==> src/logic/ocs_pkg.sv <==
package ocs_pkg;

  // ==========================================================
  // clock and timing
  // ==========================================================
  localparam int CLK_MHZ          = 200;
  localparam int OSC_AVG_KHZ      = 100;
  localparam int OSC_JIT_PP_KHZ   = 6;
  localparam int OSC_MOD_HZ       = 1000;
  // period count: 200 MHz / 100 kHz
  localparam int PERIOD_CYC       = CLK_MHZ * 1000 / OSC_AVG_KHZ;
  // +/- half the p-p jitter, expressed in cycles
  localparam int JIT_CYC          = (PERIOD_CYC * OSC_JIT_PP_KHZ)
                                    / (2 * OSC_AVG_KHZ);
  // periods per jitter modulation sweep
  localparam int MOD_PERIODS      = OSC_AVG_KHZ * 1000 / OSC_MOD_HZ;
  // per-tick sweep step: a base step plus one extra on the first ticks
  localparam int HALF_SWEEP       = MOD_PERIODS / 2;
  localparam int JIT_STEP_BASE    = 2 * JIT_CYC / HALF_SWEEP;
  localparam int JIT_STEP_REM     = 2 * JIT_CYC - JIT_STEP_BASE * HALF_SWEEP;
  localparam int MAX_DUTY_PCT     = 64;
  localparam int MAX_ON_CYC       = PERIOD_CYC * MAX_DUTY_PCT / 100;
  // soa skip in tenths of a period (2.5 periods)
  localparam int SOA_SKIP_TENTHS  = 25;
  localparam int SOA_SKIP_CYC     = PERIOD_CYC * SOA_SKIP_TENTHS / 10;
  // output restart qualify time in microseconds
  localparam int RESTART_QUAL_US  = 50000;
  localparam int RESTART_QUAL_CYC = RESTART_QUAL_US * CLK_MHZ;
  localparam int CNT_W            = 24;

  // ==========================================================
  // current limit state machine
  // ==========================================================
  localparam int HIST_W           = 8;
  localparam int HIGH_ON_MIN      = 6;
  localparam int MED_ON_MIN       = 4;
  localparam int LOW_ON_MIN       = 2;

  typedef enum logic [3:0] {
    LIM_LIGHTEST = 4'h1,
    LIM_LOW      = 4'h2,
    LIM_MEDIUM   = 4'h4,
    LIM_HIGHEST  = 4'h8
  } ocs_lim_t;

  // ==========================================================
  // cycle phase
  // ==========================================================
  typedef enum logic [2:0] {
    PH_IDLE = 3'h1,
    PH_ON   = 3'h2,
    PH_SR   = 3'h4
  } ocs_phase_t;

endpackage

==> src/logic/ocs_cycle_ctrl.sv <==
`timescale 1ns/1ps
`default_nettype none
module ocs_cycle_ctrl
  import ocs_pkg::*;
#(
  parameter int RESTART_QUAL_CYC_P = RESTART_QUAL_CYC
)
(
  // clock and reset
  input  wire logic       clk_i,
  input  wire logic       reset_n_i,
  // comparators
  input  wire logic       output_voltage_sense_low_i,
  input  wire logic       output_restart_low_i,
  input  wire logic       below_cc_knee_i,
  input  wire logic       above_power_knee_i,
  input  wire logic       current_sense_over_i,
  input  wire logic       current_sense_surge_i,
  input  wire logic       sr_drop_below_i,
  // power stage events
  input  wire logic       current_limit_i,
  input  wire logic       limit_in_blank_i,
  input  wire logic       forward_winding_negedge_i,
  // gates and status
  output logic            power_switch_gate_o,
  output logic            sync_rectifier_gate_o,
  output logic      [3:0] limit_state_o,
  output logic            restart_o
);

  // ==========================================================
  // jittered oscillator
  // ==========================================================
  logic [CNT_W-1:0] per_cnt_r;
  logic [CNT_W-1:0] per_cnt_nxt;
  logic [CNT_W-1:0] per_len_r;
  logic [CNT_W-1:0] per_len_nxt;
  logic [7:0]       mod_cnt_r;
  logic [7:0]       mod_cnt_nxt;
  logic             mod_up_r;
  logic             mod_up_nxt;
  logic             tick;
  logic [CNT_W-1:0] jit_step;

  assign tick = (per_cnt_r == per_len_r - CNT_W'(1));

  // triangle sweep from the shortest to the longest period and back;
  // symmetric steps keep the mean period exactly on the average
  always_comb
  begin
    jit_step    = CNT_W'(JIT_STEP_BASE);
    if (mod_cnt_r < 8'(JIT_STEP_REM))
      jit_step  = CNT_W'(JIT_STEP_BASE + 1);
    per_cnt_nxt = tick ? '0 : per_cnt_r + CNT_W'(1);
    per_len_nxt = per_len_r;
    mod_cnt_nxt = mod_cnt_r;
    mod_up_nxt  = mod_up_r;
    if (tick)
    begin
      if (mod_cnt_r == 8'(MOD_PERIODS / 2 - 1))
      begin
        mod_cnt_nxt = 8'h00;
        mod_up_nxt  = !mod_up_r;
      end
      else
      begin
        mod_cnt_nxt = mod_cnt_r + 8'h01;
      end
      // full p-p swing covered in half a sweep
      if (mod_up_r)
        per_len_nxt = per_len_r + jit_step;
      else
        per_len_nxt = per_len_r - jit_step;
    end
  end

  always_ff @(posedge clk_i or negedge reset_n_i)
  begin
    if (!reset_n_i)
    begin
      per_cnt_r <= '0;
      per_len_r <= CNT_W'(PERIOD_CYC - JIT_CYC);
      mod_cnt_r <= 8'h00;
      mod_up_r  <= 1'b1;
    end
    else
    begin
      per_cnt_r <= per_cnt_nxt;
      per_len_r <= per_len_nxt;
      mod_cnt_r <= mod_cnt_nxt;
      mod_up_r  <= mod_up_nxt;
    end
  end

  // ==========================================================
  // limit history
  // ==========================================================
  logic       period_en;
  logic [3:0] on_count;

  ocs_hist_window u_hist (
    .clk_i      (clk_i),
    .reset_n_i  (reset_n_i),
    .tick_i     (tick),
    .enabled_i  (period_en),
    .on_count_o (on_count)
  );

  ocs_lim_t target_lim;

  always_comb
  begin
    if (on_count >= 4'(HIGH_ON_MIN))
      target_lim = LIM_HIGHEST;
    else if (on_count >= 4'(MED_ON_MIN))
      target_lim = LIM_MEDIUM;
    else if (on_count >= 4'(LOW_ON_MIN))
      target_lim = LIM_LOW;
    else
      target_lim = LIM_LIGHTEST;
  end

  // ==========================================================
  // cycle sequencing
  // ==========================================================
  ocs_phase_t       phase_r;
  ocs_phase_t       phase_nxt;
  ocs_lim_t         lim_r;
  ocs_lim_t         lim_nxt;
  logic [CNT_W-1:0] on_cnt_r;
  logic [CNT_W-1:0] on_cnt_nxt;
  logic [CNT_W-1:0] skip_cnt_r;
  logic [CNT_W-1:0] skip_cnt_nxt;
  logic [CNT_W-1:0] ar_cnt_r;
  logic [CNT_W-1:0] ar_cnt_nxt;
  logic             blank_hit_r;
  logic             blank_hit_nxt;
  logic             cc_skip_r;
  logic             cc_skip_nxt;
  logic             restart_r;
  logic             restart_nxt;
  logic             sw_r;
  logic             sw_nxt;
  logic             sr_r;
  logic             sr_nxt;
  logic             want;

  // constant current: every other requested cycle dropped on overrun
  // constant power above knee uses the same overrun pulse thinning
  always_comb
  begin
    want = output_voltage_sense_low_i;
    if (current_sense_over_i && (below_cc_knee_i || above_power_knee_i))
      want = want && !cc_skip_r;
    period_en = tick && want && !restart_r
                && (skip_cnt_r == '0);
  end

  always_comb
  begin
    phase_nxt     = phase_r;
    lim_nxt       = lim_r;
    on_cnt_nxt    = on_cnt_r;
    sw_nxt        = sw_r;
    sr_nxt        = sr_r;
    blank_hit_nxt = blank_hit_r;
    cc_skip_nxt   = cc_skip_r;
    skip_cnt_nxt  = (skip_cnt_r != '0) ? skip_cnt_r - CNT_W'(1) : '0;
    ar_cnt_nxt    = ar_cnt_r;
    restart_nxt   = restart_r;

    // long undervoltage gives up control until the output recovers
    if (output_restart_low_i)
    begin
      if (ar_cnt_r >= CNT_W'(RESTART_QUAL_CYC_P))
        restart_nxt = 1'b1;
      else
        ar_cnt_nxt = ar_cnt_r + CNT_W'(1);
    end
    else
    begin
      ar_cnt_nxt  = '0;
      restart_nxt = 1'b0;
    end

    if (tick && current_sense_over_i)
      cc_skip_nxt = !cc_skip_r;

    case (phase_r)
      PH_IDLE:
      begin
        if (period_en)
        begin
          sr_nxt     = 1'b0;
          sw_nxt     = 1'b1;
          lim_nxt    = target_lim;
          on_cnt_nxt = '0;
          phase_nxt  = PH_ON;
        end
        else if (tick)
        begin
          blank_hit_nxt = 1'b0;
        end
      end
      PH_ON:
      begin
        // comparator is not looked at here: cycle always completes
        on_cnt_nxt = on_cnt_r + CNT_W'(1);
        if (current_limit_i || on_cnt_r >= CNT_W'(MAX_ON_CYC - 1))
        begin
          sw_nxt    = 1'b0;
          phase_nxt = PH_SR;
          if (current_limit_i && limit_in_blank_i)
          begin
            blank_hit_nxt = 1'b1;
            if (blank_hit_r)
            begin
              skip_cnt_nxt  = CNT_W'(SOA_SKIP_CYC);
              blank_hit_nxt = 1'b0;
            end
          end
          else
          begin
            blank_hit_nxt = 1'b0;
          end
        end
      end
      PH_SR:
      begin
        if (forward_winding_negedge_i && !current_sense_surge_i)
          sr_nxt = 1'b1;
        phase_nxt = PH_IDLE;
        if (!forward_winding_negedge_i)
          phase_nxt = PH_SR;
        if (tick)
          phase_nxt = PH_IDLE;
      end
      default:
      begin
        phase_nxt = PH_IDLE;
        sw_nxt    = 1'b0;
        sr_nxt    = 1'b0;
      end
    endcase

    // rectifier release: drop comparator, surge, or next request
    if (sr_r && (sr_drop_below_i || current_sense_surge_i))
      sr_nxt = 1'b0;
    if (sr_r && period_en)
      sr_nxt = 1'b0;
  end

  always_ff @(posedge clk_i or negedge reset_n_i)
  begin
    if (!reset_n_i)
    begin
      phase_r     <= PH_IDLE;
      lim_r       <= LIM_HIGHEST;
      on_cnt_r    <= '0;
      skip_cnt_r  <= '0;
      ar_cnt_r    <= '0;
      blank_hit_r <= 1'b0;
      cc_skip_r   <= 1'b0;
      restart_r   <= 1'b0;
      sw_r        <= 1'b0;
      sr_r        <= 1'b0;
    end
    else
    begin
      phase_r     <= phase_nxt;
      lim_r       <= lim_nxt;
      on_cnt_r    <= on_cnt_nxt;
      skip_cnt_r  <= skip_cnt_nxt;
      ar_cnt_r    <= ar_cnt_nxt;
      blank_hit_r <= blank_hit_nxt;
      cc_skip_r   <= cc_skip_nxt;
      restart_r   <= restart_nxt;
      sw_r        <= sw_nxt;
      sr_r        <= sr_nxt;
    end
  end

  assign power_switch_gate_o   = sw_r;
  assign sync_rectifier_gate_o = sr_r;
  assign limit_state_o         = lim_r;
  assign restart_o             = restart_r;

endmodule
`default_nettype wire

==> src/logic/ocs_hist_window.sv <==
`timescale 1ns/1ps
`default_nettype none
// shift register of enabled/skipped periods with a popcount
module ocs_hist_window
  import ocs_pkg::*;
(
  // clock and reset
  input  wire logic       clk_i,
  input  wire logic       reset_n_i,
  // period sample
  input  wire logic       tick_i,
  input  wire logic       enabled_i,
  // history
  output logic      [3:0] on_count_o
);

  logic [HIST_W-1:0] hist_r;
  logic [HIST_W-1:0] hist_nxt;
  logic [3:0]        cnt_r;
  logic [3:0]        cnt_nxt;

  always_comb
  begin
    hist_nxt = hist_r;
    if (tick_i)
    begin
      hist_nxt = {hist_r[HIST_W-2:0], enabled_i};
    end
    cnt_nxt = 4'h0;
    for (int i = 0; i < HIST_W; i++)
    begin
      cnt_nxt = cnt_nxt + {3'h0, hist_nxt[i]};
    end
  end

  // all-ones at reset so the limit starts at its highest
  always_ff @(posedge clk_i or negedge reset_n_i)
  begin
    if (!reset_n_i)
    begin
      hist_r <= {HIST_W{1'b1}};
      cnt_r  <= 4'h8;
    end
    else
    begin
      hist_r <= hist_nxt;
      cnt_r  <= cnt_nxt;
    end
  end

  assign on_count_o = cnt_r;

endmodule
`default_nettype wire

==> config.mk <==
export PLATFORM = sky130hd
export DESIGN_NAME = ocs_cycle_ctrl
export DESIGN_NICKNAME = d
export VERILOG_FILES = /design/src/logic/ocs_pkg.sv /design/src/logic/ocs_cycle_ctrl.sv /design/src/logic/ocs_hist_window.sv
export SDC_FILE = /design/constraint.sdc
export NUM_CORES = 1
export LEC_CHECK = 0
export ABC_AREA = 1
export BUFFER_PORTS_ARGS = -buffer_cell sky130_fd_sc_hd__clkbuf_2
export CAP_MARGIN = 25
export CELL_PAD_IN_SITES_DETAIL_PLACEMENT = 0
export CELL_PAD_IN_SITES_GLOBAL_PLACEMENT = 2
export CORE_MARGIN = 1
export CORE_UTILIZATION = 41
export DETAILED_ROUTE_END_ITERATION = 10
export PLACE_DENSITY_LB_ADDON = 0.1
export SLEW_MARGIN = 20
export SYNTH_ARGS = -nofsm -noshare
export SYNTH_HDL_FRONTEND = slang
export SYNTH_HIERARCHICAL = 1
export SYNTH_SLANG_ARGS = --single-unit
==> constraint.sdc <==
create_clock -name clk_i -period 8.85 [get_ports clk_i]
set_input_delay 0.4425 -clock clk_i [delete_from_list [all_inputs] [get_ports clk_i]]
set_output_delay 0.4425 -clock clk_i [all_outputs]
set_load 0.02 [all_outputs]
==> results by group <==
Timing
  • RSZ-0062 raised after global routing: false
  • Final setup viols: 0
  • Slew headroom: 40.00%
  • Fin crit period: 4.437 ns
  • Max-slew violations: 0
  • Min Hold Slack: 0.1070 ns
  • Fin crit share: 50.13%
  • Hold Violations, Final: 0
  • Slew @ Worst Pin: 0.9000 ns
  • Max Clock Skew: 0.01668 ns
  • Final setup TNS: 0 ns
  • Fmax: 225.4 MHz

GRT
  • Total gr overflow: 0
  • Global Route Usage Sum: 21.82%
  • Vias in the first global route: 8,925
  • First-pass GRT wire length: 45,710 um
  • Initial antenna violation count: 0
  • Pin count of the biggest net entering global routing: 92

Clock tree
  • H-tree depth: 4
  • Num CTS Buffers: 17
  • CTS tree: built
  • Clk root buf: clkbuf_16
  • # hold bufs at CTS: 0
  • Clk Latency, worst-skew pair: 0.44 ns
  • Worst-path clk slew: 0.07 ns
  • CTS Sinks: 152
  • Post_cts resized: 0
  • Deepest clock path buffer count: 2
  • Post-CTS Setup Inserts: 0

Cells and area
  • Commonest non-fill, non-tap cell in the layout: nand2_1
  • Commonest non-fill, non-tap cells in the layout: nand2_1, inv_1, nor2_1
  • Final non-filler cell total: 1,786
  • N_diodes: 0
  • Fill count: 2,639
  • NumNets Final: 1,494
  • Layout cell share with drive strength beyond 1: 10.10%
  • Seq. cell area: 3826 sq um
  • Synth-to-Final Area Change: 9.779%
  • Final instance area: 11,520 sq um
  • Multi-input logic area: 5802 sq um

Routing
  • Final WL: 26,740 um
  • Drt first pass iters: 6
  • Iteration-0 DRC Markers: 499
  • Wire per inst: 14.97 um
  • Remaining DRCs: 0
  • Routed Antenna Nets: 0
  • Total number of vias: 9,063
  • Vias per inst: 5.074

Outcome
  • Status: finished, final reports clean

Power
  • Leakage: 5.793 nW
  • PD cells: 129.0 nW/um^2
  • Maximum VDD drop: 104.2 uV

Run
  • Max Cap Viol: 0

Worst setup path
  • Setup crit end kind: flop
  • WS Path Type: flop to flop
  • Critical path fanouts, max: 14
  • CP required: 9.18 ns
  • Startpoint types: flop
  • Critical Path AT: 4.77 ns

Worst hold path
  • Hold Path Class: input port to asynchronous set/reset pin

Floorplanning
  • Starting utilization of the core area: 41.78%
  • Total core area: 25,110 sq um
  • Num rows: 58
  • IO Count: 19
  • Die area: 26,230 sq um
  • Die Span Y: 162.0 um
  • Die Wd: 162.0 um

Placement
  • PortBufs: 18
  • Placed inst area: 10,920 sq um
  • Gpl congestion: 0.8972
  • Final HPWL DP: 20,060 um
  • Dpl cells: 1,754

Synth
  • Syn Area/Cell: 7.367 sq um
  • Yosys warnings: 6
  • Post-Syn Area: 10,490 sq um
  • Syn Inst Count: 1,424
  • Post-synth net total: 1,475
[flip-flops by register name (all words and copies together) (netlist names)]
name,count
per_cnt_r,24
cc_skip_r,1
restart_o,1
sync_rectifier_gate_o,1
limit_state_o,4
phase_r,3
u_hist/hist_r,8
u_hist/on_count_o,3
power_switch_gate_o,1
on_cnt_r,24
skip_cnt_r,24
blank_hit_r,1
per_len_r,24
mod_up_r,1
ar_cnt_r,24
mod_cnt_r,8
[worst max-delay path, stage by stage, from the launching register on]
cell and delay [ns]:
dfrtp_1 0.39, inv_1 0.16, ha_1 0.30, inv_1 0.06
nand2_1 0.07, nand2_1 0.05, nand2_1 0.05, nand2_1 0.06
nor3b_1 0.32, nand2_1 0.09, nor2_1 0.12, nand3_1 0.07
nor2_1 0.14, nand3_1 0.08, nor2_1 0.10, buf_4 0.21
inv_2 0.11, nand2_1 0.07, nand2_1 0.08, fa_1 0.54
inv_1 0.05, fa_1 0.43, inv_1 0.06, ha_1 0.15
inv_1 0.05, fa_1 0.38, nand2_1 0.08, nand2_1 0.05
[metal layers]
metal	part of all wire (%)	wire [um]	global-route usage, %
met1	50	13470	30.48
met2	46	12360	35.76
met3	2.2	588	3.141
met4	1.2	314	4.631
met5	0	0	0
[power by group]
group	internal, mW	switching (mW)	leakage (nW)
sequential	0.698	0.00220	1.87
clock	0.382	0.369	0.286
combinational	0.00737	0.0267	3.64
[cell type report]
type                            instances  area share (%)
Clock buffer                           17           3.694
Clock inverter                         15           1.532
Inverter                              193           6.301
Multi-Input combinational cell       1054           50.37
Sequential cell                       152           33.22
Tap cell                              330           3.585
Timing Repair Buffer                   25           1.293
[worst paths after layout]
path / to / slack (ns) / startpoint / depth (start not counted)
setup / recovery: u_hist/on_count_o[2] / 4.41 / per_len_r[0] / 27
max in group asynchronous: ar_cnt_r[2] / 7.39 / reset_n_i / 2
hold / removal: per_len_r[13] / 0.11 / reset_n_i / 1
min in group clk_i: cc_skip_r / 0.28 / current_sense_over_i / 3
hold reg to reg: skip_cnt_r[0] / 0.42 / skip_cnt_r[0] / 1
setup reg to reg: u_hist/on_count_o[2] / 4.41 / per_len_r[0] / 27
[per-stage QoR]
| stage | setup slack, ns | utilization, % | power (mW) |
|---|---|---|---|
| 2_1_floorplan | 4.741 | - | 0.7256 |
| 3_3_place_gp | 4.494 | 43.47 | 0.7488 |
| 3_5_place_dp | 4.426 | 43.47 | 0.7490 |
| 4_1_cts | 4.401 | 45.87 | 1.503 |
| 5_1_grt | 3.883 | 45.87 | 1.537 |
| 6_report | 4.413 | 45.87 | 1.486 |
Note: power is estimated with default switching activity, not from simulation.
